[src/hw/rf_cmd_pkg.sv]
package rf_cmd_pkg;

	localparam logic [7:0] CMD_SIZE_QUERY = 8'h13;
	localparam logic [7:0] CMD_READBACK = 8'h14;
	localparam logic [7:0] CMD_RESERVED = 8'h15;
	localparam logic [7:0] CMD_FIELD_ON = 8'h16;
	localparam logic [7:0] CMD_FIELD_OFF = 8'h17;
	localparam logic [7:0] CMD_DEBUG_ROUTE = 8'h18;

	localparam logic [7:0] ID_LOW_MIN = 8'h00;
	localparam logic [7:0] ID_LOW_MAX = 8'h1C;
	localparam logic [7:0] ID_HIGH_MIN = 8'h80;
	localparam logic [7:0] ID_HIGH_MAX = 8'h9C;

	localparam int FIELD_BIT_NO_CA = 0;
	localparam int FIELD_BIT_ACTIVE = 1;

	// Every configuration reports the same register count
	localparam logic [7:0] CFG_REG_COUNT = 8'h04;
	localparam logic [2:0] PAIR_BYTES = 3'h5;
	localparam logic [2:0] PAIR_LAST_BYTE = 3'h4;

	localparam logic [7:0] GRP_CLOCK = 8'h01;
	localparam logic [7:0] GRP_TX_ENC = 8'h1B;
	localparam logic [7:0] GRP_TIMER = 8'h1D;
	localparam logic [7:0] GRP_CARD = 8'h30;
	localparam logic [7:0] GRP_TRANSCEIVE = 8'h58;
	localparam logic [7:0] GRP_RX_DATA = 8'h70;
	localparam logic [7:0] GRP_RX_ERROR = 8'h73;

	localparam int PIN_COUNT = 4;
	localparam logic [3:0] PIN_MAX = 4'h3;
	localparam logic [3:0] SIG_CARRIER = 4'h8;
	localparam logic [3:0] TX_ENC_LAST_IDX = 4'h1;
	localparam logic [3:0] TIMER_FIRST_IDX = 4'h2;
	localparam logic [2:0] ROUTE_LAST_PARAM = 3'h4;

	typedef enum logic [2:0] {
		ST_IDLE = 3'b001,
		ST_PARAM = 3'b010,
		ST_RESP = 3'b100
	} dev_state_t;

	typedef enum logic [2:0] {
		H_IDLE = 3'b001,
		H_SEND = 3'b010,
		H_WAIT = 3'b100
	} host_state_t;

	function automatic logic id_in_range(input logic [7:0] id);
		id_in_range = (id >= ID_LOW_MIN && id <= ID_LOW_MAX) || (id >= ID_HIGH_MIN && id <= ID_HIGH_MAX);
	endfunction

	// Stand-in register contents while the update path is absent
	function automatic logic [31:0] cfg_content(input logic [7:0] id, input logic [7:0] addr);
		cfg_content = {id, addr, ~id, ~addr};
	endfunction

endpackage

[src/hw/rf_cmd_if.sv]
`timescale 1ns/1ps
`default_nettype none
interface rf_cmd_if;
	logic reqValid;
	logic [7:0] reqByte;
	logic reqLast;
	logic reqReady;
	logic rspValid;
	logic [7:0] rspByte;
	logic rspLast;
	logic rspExc;

	modport dev (
		input reqValid,
		input reqByte,
		input reqLast,
		output reqReady,
		output rspValid,
		output rspByte,
		output rspLast,
		output rspExc
	);

	modport host (
		output reqValid,
		output reqByte,
		output reqLast,
		input reqReady,
		input rspValid,
		input rspByte,
		input rspLast,
		input rspExc
	);
endinterface
`default_nettype wire

[src/hw/rf_cmd_device.sv]
// What this block does
// - Host asks register count before readback
// - Config id must be 00-1C or 80-9C
// - Multi-byte values travel low byte first
// - Code 15 has no parameters, does nothing
// - Field-on: bit0 no collision avoid, bit1 active
// - Field-on done flag when enabled
// - Field-off ignores its byte, field goes off
// - Field-off done flag when enabled
// - Route command: group byte, one to four pin bytes
// - Low nibble signal, high nibble pin
// - No debug output unless allow setting is set
// - All debug pins drive their signals together
// - Index 8 is carrier clock, 9-15 reserved
// - Pin 0 irq, 1 aux one, 2 aux two, 3 general
// - Group byte picks one of seven groups
// - Clock group index meanings
// - Timer group: running and expiry per timer
// - Card mode group index meanings
// - Transceive group index meanings
//
// Strobed register access and the register offsets were left to the implementer.
`timescale 1ns/1ps
`default_nettype none
module rf_cmd_device (
	input wire logic mclk,
	input wire logic rst_b,
	rf_cmd_if.dev link,
	input wire logic debugAllow,
	input wire logic onFlagEnable,
	input wire logic offFlagEnable,
	input wire logic onFlagClear,
	input wire logic offFlagClear,
	input wire logic [7:0] clkSigs,
	input wire logic [7:0] txEncSigs,
	input wire logic [7:0] timerSigs,
	input wire logic [7:0] cardSigs,
	input wire logic [7:0] trxSigs,
	input wire logic carrier,
	output logic fieldActive,
	output logic noCollisionAvoid,
	output logic activeMode,
	output logic fieldOnDone,
	output logic fieldOffDone,
	output logic [3:0] debugPin
);
	rf_cmd_pkg::dev_state_t state;
	rf_cmd_pkg::dev_state_t next_state;
	logic [7:0] code;
	logic [7:0] cfgId;
	logic [2:0] paramIdx;
	logic [7:0] routeGroup;
	logic [7:0] pinGroup [rf_cmd_pkg::PIN_COUNT];
	logic [3:0] pinSel [rf_cmd_pkg::PIN_COUNT];
	logic [3:0] pinUsed;
	logic fieldPrev;
	logic [39:0] txShift;
	logic [7:0] bytesLeft;
	logic [2:0] byteInPair;
	logic [7:0] pairAddr;
	logic exc;

	wire logic take;
	wire logic inParam;
	wire logic firstParam;
	wire logic idOk;
	wire logic isQuery;
	wire logic routePinByte;
	wire logic [3:0] pinNib;
	wire logic [3:0] sigNib;
	wire logic fieldRise;
	wire logic fieldFall;
	wire logic [7:0] nextAddr;
	wire logic [7:0] readbackBytes;

	assign link.reqReady = (state != rf_cmd_pkg::ST_RESP);
	assign take = link.reqValid & link.reqReady;
	assign inParam = take & (state == rf_cmd_pkg::ST_PARAM);
	assign firstParam = inParam & (paramIdx == 3'h0);
	assign idOk = rf_cmd_pkg::id_in_range(link.reqByte);
	assign isQuery = (code == rf_cmd_pkg::CMD_SIZE_QUERY) || (code == rf_cmd_pkg::CMD_READBACK);
	assign pinNib = link.reqByte[7:4];
	assign sigNib = link.reqByte[3:0];
	// Pin bytes beyond the fourth or with reserved pin codes are dropped
	assign routePinByte = inParam & (code == rf_cmd_pkg::CMD_DEBUG_ROUTE) & (paramIdx != 3'h0) &
		(paramIdx <= rf_cmd_pkg::ROUTE_LAST_PARAM) & (pinNib <= rf_cmd_pkg::PIN_MAX);
	assign fieldRise = fieldActive & ~fieldPrev;
	assign fieldFall = ~fieldActive & fieldPrev;
	assign nextAddr = pairAddr + 8'h01;
	localparam int CFG_READBACK_BYTES = int'(rf_cmd_pkg::CFG_REG_COUNT) * int'(rf_cmd_pkg::PAIR_BYTES);
	assign readbackBytes = 8'(CFG_READBACK_BYTES);

	assign link.rspValid = (state == rf_cmd_pkg::ST_RESP);
	assign link.rspByte = txShift[7:0];
	assign link.rspLast = (state == rf_cmd_pkg::ST_RESP) && (bytesLeft == 8'h01);
	assign link.rspExc = exc;

	always_comb begin
		next_state = state;
		case (state)
			rf_cmd_pkg::ST_IDLE: begin
				if (take && !link.reqLast) begin
					next_state = rf_cmd_pkg::ST_PARAM;
				end
			end
			rf_cmd_pkg::ST_PARAM: begin
				if (take && link.reqLast) begin
					next_state = (isQuery && paramIdx == 3'h0 && idOk) ? rf_cmd_pkg::ST_RESP : rf_cmd_pkg::ST_IDLE;
				end
			end
			rf_cmd_pkg::ST_RESP: begin
				if (bytesLeft == 8'h01) begin
					next_state = rf_cmd_pkg::ST_IDLE;
				end
			end
			default: next_state = rf_cmd_pkg::ST_IDLE;
		endcase
	end

	always_ff @(posedge mclk or negedge rst_b) begin
		if (!rst_b) begin
			state <= rf_cmd_pkg::ST_IDLE;
			code <= 8'h00;
			paramIdx <= 3'h0;
		end else begin
			state <= next_state;
			// A code with no parameter bytes, such as 15, never leaves idle
			if (take && state == rf_cmd_pkg::ST_IDLE) begin
				code <= link.reqByte;
			end
			if (take && state == rf_cmd_pkg::ST_IDLE) begin
				paramIdx <= 3'h0;
			end else if (inParam && paramIdx != 3'h7) begin
				paramIdx <= paramIdx + 3'h1;
			end
		end
	end

	always_ff @(posedge mclk or negedge rst_b) begin
		if (!rst_b) begin
			cfgId <= 8'h00;
			exc <= 1'b0;
		end else begin
			if (firstParam && isQuery) begin
				cfgId <= link.reqByte;
			end
			exc <= firstParam & isQuery & link.reqLast & ~idOk;
		end
	end

	// Response bytes: count for the size query, address then content low byte first for readback
	always_ff @(posedge mclk or negedge rst_b) begin
		if (!rst_b) begin
			txShift <= 40'h00_0000_0000;
			bytesLeft <= 8'h00;
			byteInPair <= 3'h0;
			pairAddr <= 8'h00;
		end else if (state == rf_cmd_pkg::ST_PARAM && next_state == rf_cmd_pkg::ST_RESP) begin
			byteInPair <= 3'h0;
			pairAddr <= 8'h00;
			if (code == rf_cmd_pkg::CMD_SIZE_QUERY) begin
				txShift <= {32'h0000_0000, rf_cmd_pkg::CFG_REG_COUNT};
				bytesLeft <= 8'h01;
			end else begin
				txShift <= {rf_cmd_pkg::cfg_content(link.reqByte, 8'h00), 8'h00};
				bytesLeft <= readbackBytes;
			end
		end else if (state == rf_cmd_pkg::ST_RESP) begin
			bytesLeft <= bytesLeft - 8'h01;
			if (byteInPair == rf_cmd_pkg::PAIR_LAST_BYTE) begin
				byteInPair <= 3'h0;
				pairAddr <= nextAddr;
				txShift <= {rf_cmd_pkg::cfg_content(cfgId, nextAddr), nextAddr};
			end else begin
				byteInPair <= byteInPair + 3'h1;
				txShift <= {8'h00, txShift[39:8]};
			end
		end
	end

	always_ff @(posedge mclk or negedge rst_b) begin
		if (!rst_b) begin
			fieldActive <= 1'b0;
			noCollisionAvoid <= 1'b0;
			activeMode <= 1'b0;
			fieldPrev <= 1'b0;
		end else begin
			fieldPrev <= fieldActive;
			if (firstParam && code == rf_cmd_pkg::CMD_FIELD_ON) begin
				fieldActive <= 1'b1;
				noCollisionAvoid <= link.reqByte[rf_cmd_pkg::FIELD_BIT_NO_CA];
				activeMode <= link.reqByte[rf_cmd_pkg::FIELD_BIT_ACTIVE];
			end else if (firstParam && code == rf_cmd_pkg::CMD_FIELD_OFF) begin
				fieldActive <= 1'b0;
			end
		end
	end

	// Set wins over a clear in the same cycle so no completion is lost
	always_ff @(posedge mclk or negedge rst_b) begin
		if (!rst_b) begin
			fieldOnDone <= 1'b0;
			fieldOffDone <= 1'b0;
		end else begin
			fieldOnDone <= (fieldRise & onFlagEnable) | (fieldOnDone & ~onFlagClear);
			fieldOffDone <= (fieldFall & offFlagEnable) | (fieldOffDone & ~offFlagClear);
		end
	end

	always_ff @(posedge mclk or negedge rst_b) begin
		if (!rst_b) begin
			routeGroup <= 8'h00;
			pinUsed <= 4'h0;
			for (int i = 0; i < rf_cmd_pkg::PIN_COUNT; i++) begin
				pinGroup[i] <= 8'h00;
				pinSel[i] <= 4'h0;
			end
		end else begin
			if (firstParam && code == rf_cmd_pkg::CMD_DEBUG_ROUTE) begin
				routeGroup <= link.reqByte;
			end
			if (routePinByte) begin
				pinGroup[pinNib[1:0]] <= routeGroup;
				pinSel[pinNib[1:0]] <= sigNib;
				pinUsed[pinNib[1:0]] <= 1'b1;
			end
		end
	end

	// One selector per pin so every pin carries its own signal at once
	for (genvar p = 0; p < rf_cmd_pkg::PIN_COUNT; p++) begin : gPin
		debug_pin_mux uMux (
			.mclk(mclk),
			.rst_b(rst_b),
			.group(pinGroup[p]),
			.sel(pinSel[p]),
			.used(pinUsed[p]),
			.allow(debugAllow),
			.clkSigs(clkSigs),
			.txEncSigs(txEncSigs),
			.timerSigs(timerSigs),
			.cardSigs(cardSigs),
			.trxSigs(trxSigs),
			.carrier(carrier),
			.pinOut(debugPin[p])
		);
	end
endmodule
`default_nettype wire

[src/hw/debug_pin_mux.sv]
`timescale 1ns/1ps
`default_nettype none
module debug_pin_mux (
	input wire logic mclk,
	input wire logic rst_b,
	input wire logic [7:0] group,
	input wire logic [3:0] sel,
	input wire logic used,
	input wire logic allow,
	input wire logic [7:0] clkSigs,
	input wire logic [7:0] txEncSigs,
	input wire logic [7:0] timerSigs,
	input wire logic [7:0] cardSigs,
	input wire logic [7:0] trxSigs,
	input wire logic carrier,
	output logic pinOut
);
	wire logic [7:0] groupVec;
	wire logic groupKnown;
	wire logic idxOk;
	wire logic picked;
	wire logic next_pinOut;

	assign groupVec = (group == rf_cmd_pkg::GRP_CLOCK) ? clkSigs :
		(group == rf_cmd_pkg::GRP_TX_ENC) ? txEncSigs :
		(group == rf_cmd_pkg::GRP_TIMER) ? timerSigs :
		(group == rf_cmd_pkg::GRP_CARD) ? cardSigs :
		(group == rf_cmd_pkg::GRP_TRANSCEIVE) ? trxSigs : 8'h00;
	// Receiver groups are decoded but their signals are not wired here
	assign groupKnown = (groupVec != 8'h00) || (group == rf_cmd_pkg::GRP_CLOCK) ||
		(group == rf_cmd_pkg::GRP_TX_ENC) || (group == rf_cmd_pkg::GRP_TIMER) || (group == rf_cmd_pkg::GRP_CARD) ||
		(group == rf_cmd_pkg::GRP_TRANSCEIVE) || (group == rf_cmd_pkg::GRP_RX_DATA) ||
		(group == rf_cmd_pkg::GRP_RX_ERROR);
	assign idxOk = !((group == rf_cmd_pkg::GRP_TX_ENC) && (sel > rf_cmd_pkg::TX_ENC_LAST_IDX)) &&
		!((group == rf_cmd_pkg::GRP_TIMER) && (sel < rf_cmd_pkg::TIMER_FIRST_IDX));
	assign picked = (sel == rf_cmd_pkg::SIG_CARRIER) ? carrier :
		(sel < rf_cmd_pkg::SIG_CARRIER) ? (groupVec[sel[2:0]] & idxOk) : 1'b0;
	assign next_pinOut = allow & used & groupKnown & picked;

	always_ff @(posedge mclk or negedge rst_b) begin
		if (!rst_b) begin
			pinOut <= 1'b0;
		end else begin
			pinOut <= next_pinOut;
		end
	end
endmodule
`default_nettype wire

[src/flat_wrapper.sv]
// flat-port wrapper written by rule: the top's interface ports become plain ports
module rf_cmd_device_flat 
  (mclk, rst_b, debugAllow, onFlagEnable, offFlagEnable, onFlagClear, offFlagClear, clkSigs, txEncSigs, timerSigs, cardSigs, trxSigs, carrier, fieldActive, noCollisionAvoid, activeMode, fieldOnDone, fieldOffDone, debugPin, link_reqValid, link_reqByte, link_reqLast, link_reqReady, link_rspValid, link_rspByte, link_rspLast, link_rspExc);
  rf_cmd_if link_i ();
  input wire logic mclk;
  input wire logic rst_b;
  input wire logic debugAllow;
  input wire logic onFlagEnable;
  input wire logic offFlagEnable;
  input wire logic onFlagClear;
  input wire logic offFlagClear;
  input wire logic [7:0] clkSigs;
  input wire logic [7:0] txEncSigs;
  input wire logic [7:0] timerSigs;
  input wire logic [7:0] cardSigs;
  input wire logic [7:0] trxSigs;
  input wire logic carrier;
  output logic fieldActive;
  output logic noCollisionAvoid;
  output logic activeMode;
  output logic fieldOnDone;
  output logic fieldOffDone;
  output logic [3:0] debugPin;
  input wire logic [$bits(link_i.reqValid)-1:0] link_reqValid;
  input wire logic [$bits(link_i.reqByte)-1:0] link_reqByte;
  input wire logic [$bits(link_i.reqLast)-1:0] link_reqLast;
  output wire logic [$bits(link_i.reqReady)-1:0] link_reqReady;
  output wire logic [$bits(link_i.rspValid)-1:0] link_rspValid;
  output wire logic [$bits(link_i.rspByte)-1:0] link_rspByte;
  output wire logic [$bits(link_i.rspLast)-1:0] link_rspLast;
  output wire logic [$bits(link_i.rspExc)-1:0] link_rspExc;
  assign link_i.reqValid = link_reqValid;
  assign link_i.reqByte = link_reqByte;
  assign link_i.reqLast = link_reqLast;
  assign link_reqReady = link_i.reqReady;
  assign link_rspValid = link_i.rspValid;
  assign link_rspByte = link_i.rspByte;
  assign link_rspLast = link_i.rspLast;
  assign link_rspExc = link_i.rspExc;
  rf_cmd_device u_core (.mclk(mclk), .rst_b(rst_b), .link(link_i), .debugAllow(debugAllow), .onFlagEnable(onFlagEnable), .offFlagEnable(offFlagEnable), .onFlagClear(onFlagClear), .offFlagClear(offFlagClear), .clkSigs(clkSigs), .txEncSigs(txEncSigs), .timerSigs(timerSigs), .cardSigs(cardSigs), .trxSigs(trxSigs), .carrier(carrier), .fieldActive(fieldActive), .noCollisionAvoid(noCollisionAvoid), .activeMode(activeMode), .fieldOnDone(fieldOnDone), .fieldOffDone(fieldOffDone), .debugPin(debugPin));
endmodule
[config.mk]
export PLATFORM = sky130hd
export DESIGN_NAME = rf_cmd_device_flat
export DESIGN_NICKNAME = d
export VERILOG_FILES = /design/src/hw/rf_cmd_pkg.sv /design/src/hw/rf_cmd_if.sv /design/src/hw/rf_cmd_device.sv /design/src/hw/debug_pin_mux.sv /design/src/flat_wrapper.sv
export SDC_FILE = /design/constraint.sdc
export NUM_CORES = 1
export LEC_CHECK = 0
export ABC_AREA = 1
export BUFFER_PORTS_ARGS = -buffer_cell sky130_fd_sc_hd__clkbuf_2
export CAP_MARGIN = 20
export CELL_PAD_IN_SITES_DETAIL_PLACEMENT = 1
export CELL_PAD_IN_SITES_GLOBAL_PLACEMENT = 1
export CORE_AREA = 2 2 145 147
export CTS_CLUSTER_SIZE = 10
export DETAILED_ROUTE_END_ITERATION = 10
export DIE_AREA = 0 0 147 149
export HOLD_SLACK_MARGIN = 0.05
export PLACE_DENSITY = 0.95
export SLEW_MARGIN = 20
export SYNTH_ARGS = -nofsm -noshare
export SYNTH_HDL_FRONTEND = slang
export SYNTH_HIERARCHICAL = 1
export SYNTH_SLANG_ARGS = --single-unit
[constraint.sdc]
create_clock -name mclk -period 3.55 [get_ports mclk]
set_input_delay 0.1775 -clock mclk [delete_from_list [all_inputs] [get_ports mclk]]
set_output_delay 0.1775 -clock mclk [all_outputs]
set_load 0.02 [all_outputs]
==> impl_metrics.json <==
{
  "pin_count": 79,
  "antenna_found_initial": 0,
  "max_slew_margin_pct": 37.31,
  "postCtsSetupBuffers": 0,
  "cts-htree-levels": 4,
  "switching_share_pct": 29.20,
  "synth_cell_types": 41,
  "antennaDiodeCount": 0,
  "grtUsageMet3_pct": 4.281,
  "drc": 0,
  "cts_root_buf": "clkbuf_16",
  "p_comb_share_pct": 11.7,
  "detail_route.first_pass.iterations": 5,
  "finalClockSkew_ps": 15.36,
  "path_max_fanout": 22,
  "drv_cap": 0,
  "syn-cell-area_um2": 9408,
  "viasPerCell": 5.779,
  "wirelength_mm": 33.55,
  "core_um2": 20560,
  "ys_ff_latch": 152,
  "grt_setup_unrepaired": "no",
  "fillers": 2724,
  "final_core_util_pct": 51.53,
  "hold_viol": 0,
  "dieHeight_um": 149,
  "start_kind": "flop",
  "io_buffers": 78,
  "first_global_vias": 10110,
  "wl_per_cell_um": 19.70,
  "whs_ps": 76.65,
  "grt_overflow": 0,
  "cpPeakStageDelay_ps": 710,
  "timing_worst_slew_pin_value_ps": 938.0,
  "fin_setup_tns_ps": 0,
  "syn_nets": 1408,
  "synthFlopType": "dfrtp_1",
  "use_met2_pct": 51.34,
  "grt_pass1_wl_mm": 53.50,
  "drive_gt1_share_pct": 14.22,
  "syn_area_per_cell_um2": 7.010,
  "cts-resized-gates": 0,
  "vias": 9841,
  "start_util_pct": 45.76,
  "yosysWarnings": 6,
  "area_growth_pct": 12.61,
  "r2r_cells": 10,
  "p_leak_nw": 5.247,
  "mostFrequentLayoutCells": "nand2_1, inv_1, nand3_1",
  "clk_latency_ps": 430,
  "status": "complete, no violations",
  "cp-end-kind": "flop",
  "drtIter0Drc": 747,
  "tritoncts": "yes",
  "layout_setup_ws_ps": 878.4,
  "gp_congestion": 0.9264,
  "finalCriticalPeriod_ps": 2672,
  "die_x_um": 147,
  "ys_async_sr_fraction_pct": 100.0,
  "gr-max-usage-layer": "met2",
  "fin_crit_sh_pct": 75.26,
  "finalPower_mw": 4.047,
  "crit_buf_inv": 3,
  "timing.fmax_mhz": 374.3,
  "path_clk_slew_ps": 60,
  "nets": 1482,
  "grt.total_usage_pct": 31.26,
  "r2r_slack_ps": 880,
  "grt_max_degree": 79,
  "p_clk_share_pct": 42.0,
  "cp.depth": 10,
  "cts_made_buffers": 17,
  "required_ps": 3880,
  "hold_path.class": "input port to flop",
  "dp_hpwl_mm": 23.62,
  "crit_arrival_ps": 3010,
  "r2r_start": "u_core/paramIdx[0]",
  "path_class": "flop to flop",
  "clkSinkCount": 152,
  "rows": 53,
  "pre_cts_ws_ps": 1038,
  "cp_common_cell": "nor2_1",
  "crit_slowest_cell": "nor2_1",
  "vdd_ir_drop_max_v": 0.0003461,
  "p_int_mw": 2.866,
  "r2r-end": "u_core/txShift[34]",
  "endpoint": "u_core/txShift[34]",
  "synth_edf_count": 0,
  "final_common_cell": "nand2_1",
  "crit_family": "simple AND/OR/NAND/NOR gates",
  "synthCells": 1342,
  "antenna_left": 0,
  "setup_viol": 0,
  "power_switching_mw": 1.182,
  "ys_seq_area_share_pct": 40.44,
  "drv_slew": 0,
  "critPathLaunch": "u_core/paramIdx[0]",
  "clock_path_buffers": 2,
  "power.density_nw_per_um2": 382.0,
  "met1_usage_pct": 40.29,
  "fp.dieArea_um2": 21900,
  "crit_chain": "inv_1, ha_1, inv_1, nor2_1, inv_2, nor2_1, nand3_4, nor2_1, nand2_1, a21oi_1",
  "seq_power_share_pct": 46.3
}
power groups by stage:
stage / clock network (mW) / logic [mW] / registers, mW
3_5_place_dp: 0 / 0.457 / 1.90
4_1_cts: 1.72 / 0.473 / 1.87
2_1_floorplan: 0 / 0.249 / 1.89
6_report: 1.70 / 0.473 / 1.88
5_1_grt: 1.78 / 0.534 / 1.88
3_3_place_gp: 0 / 0.426 / 1.90
metrics by stage:
step,area [um^2],cells
floorplan,9408,1342
global placement,9988,1665
detailed placement,9988,1665
CTS,10590,1703
global route,10590,1703
finish,10590,1703
layer usage:
layer	share of wire [%]	routed length [um]
met5	0	0
met4	4.8	1605
met3	6.1	2049
met2	48	15970
met1	42	13920
synth_stat cells, types with 2 or more instances:
library cell / n / share of area [%]
inv_1: 172 / 6.9
o21ai_2: 11 / 1.0
o211ai_1: 5 / 0.40
ha_1: 8 / 1.1
nor3_1: 4 / 0.21
dfrtp_1: 151 / 40
nor4_1: 5 / 0.33
nor2_2: 18 / 1.2
buf_4: 12 / 0.96
nor2_4: 17 / 2.0
nand3_1: 159 / 8.5
a21oi_2: 4 / 0.37
buf_2: 7 / 0.37
or2_1: 5 / 0.33
a311oi_1: 4 / 0.37
a21oi_1: 39 / 2.1
inv_2: 10 / 0.40
clkbuf_1: 12 / 0.48
nand4_1: 35 / 2.3
clkbuf_2: 2 / 0.11
o21ai_1: 16 / 0.85
a2111oi_0: 4 / 0.37
or2_0: 8 / 0.53
xor2_1: 4 / 0.37
buf_6: 4 / 0.48
nand2_2: 19 / 1.3
or2_2: 5 / 0.33
nand2_1: 329 / 13
nor2_1: 158 / 6.3
o21ai_0: 103 / 5.5
o22ai_1: 2 / 0.13
flip-flops by register name (all words and copies together) (netlist names):
| name | cells |
|---|---|
| u_core/txShift | 40 |
| u_core/pinGroup | 32 |
| u_core/pinSel | 16 |
| u_core/bytesLeft | 8 |
| u_core/cfgId | 8 |
| u_core/code | 8 |
| u_core/pairAddr | 8 |
| u_core/routeGroup | 8 |
| u_core/gPin.uMux/pinOut | 4 |
| u_core/pinUsed | 4 |
| u_core/byteInPair | 3 |
| u_core/paramIdx | 3 |
| u_core/state | 3 |
| u_core/activeMode | 1 |
| u_core/fieldActive | 1 |
| u_core/fieldOffDone | 1 |
| u_core/fieldOnDone | 1 |
| u_core/fieldPrev | 1 |
| u_core/link.rspExc | 1 |
| u_core/noCollisionAvoid | 1 |
cell families after synthesis:
kind of cell	synth area share, %
AND/OR/NAND/NOR	36.96
buffers and inverters	9.656
AO/OA/AOI/OAI	11.41
flip-flops	40.44
adder cells (fa/ha/maj)	1.064
XOR/XNOR	0.4655
worst reg2reg max path, stage by stage, from the launching register on:
cell and delay [ps]:
dfrtp_1 380, inv_1 90, ha_1 150, inv_1 60, nor2_1 160, inv_2 80
nor2_1 230, nand3_4 280, nor2_1 710, nand2_1 210, a21oi_1 240
area by class of cell:
cell class              count  area (um^2)  area share, %
repair buffers             92        531.8          5.019
flip-flops and latches    152         3805          35.92
multi-input cells         971         4695          44.31
clock inverters            12        92.59         0.8740
well taps                 275        344.1          3.248
inverters                 182        683.2          6.449
clock buffers              19        442.9          4.181
how the worst min path moves through the flow:
stage                               to            start  cells past startpoint
finish                  u_core/code[0]  link_reqByte[0]                      3
CTS                     u_core/code[0]  link_reqByte[0]                      3
global route        u_core/txShift[32]  link_reqByte[0]                      3
global placement    u_core/fieldOnDone            rst_b                      1
floorplan            u_core/activeMode            rst_b                      0
detailed placement  u_core/fieldOnDone            rst_b                      1
repair_timing:
action / CTS / global route
hold buffers: 7 / 0
endpoints found under the setup margin: 0 / 0
endpoints found under the hold margin: 80 / 0
Note: power is estimated with default switching activity, not from simulation.
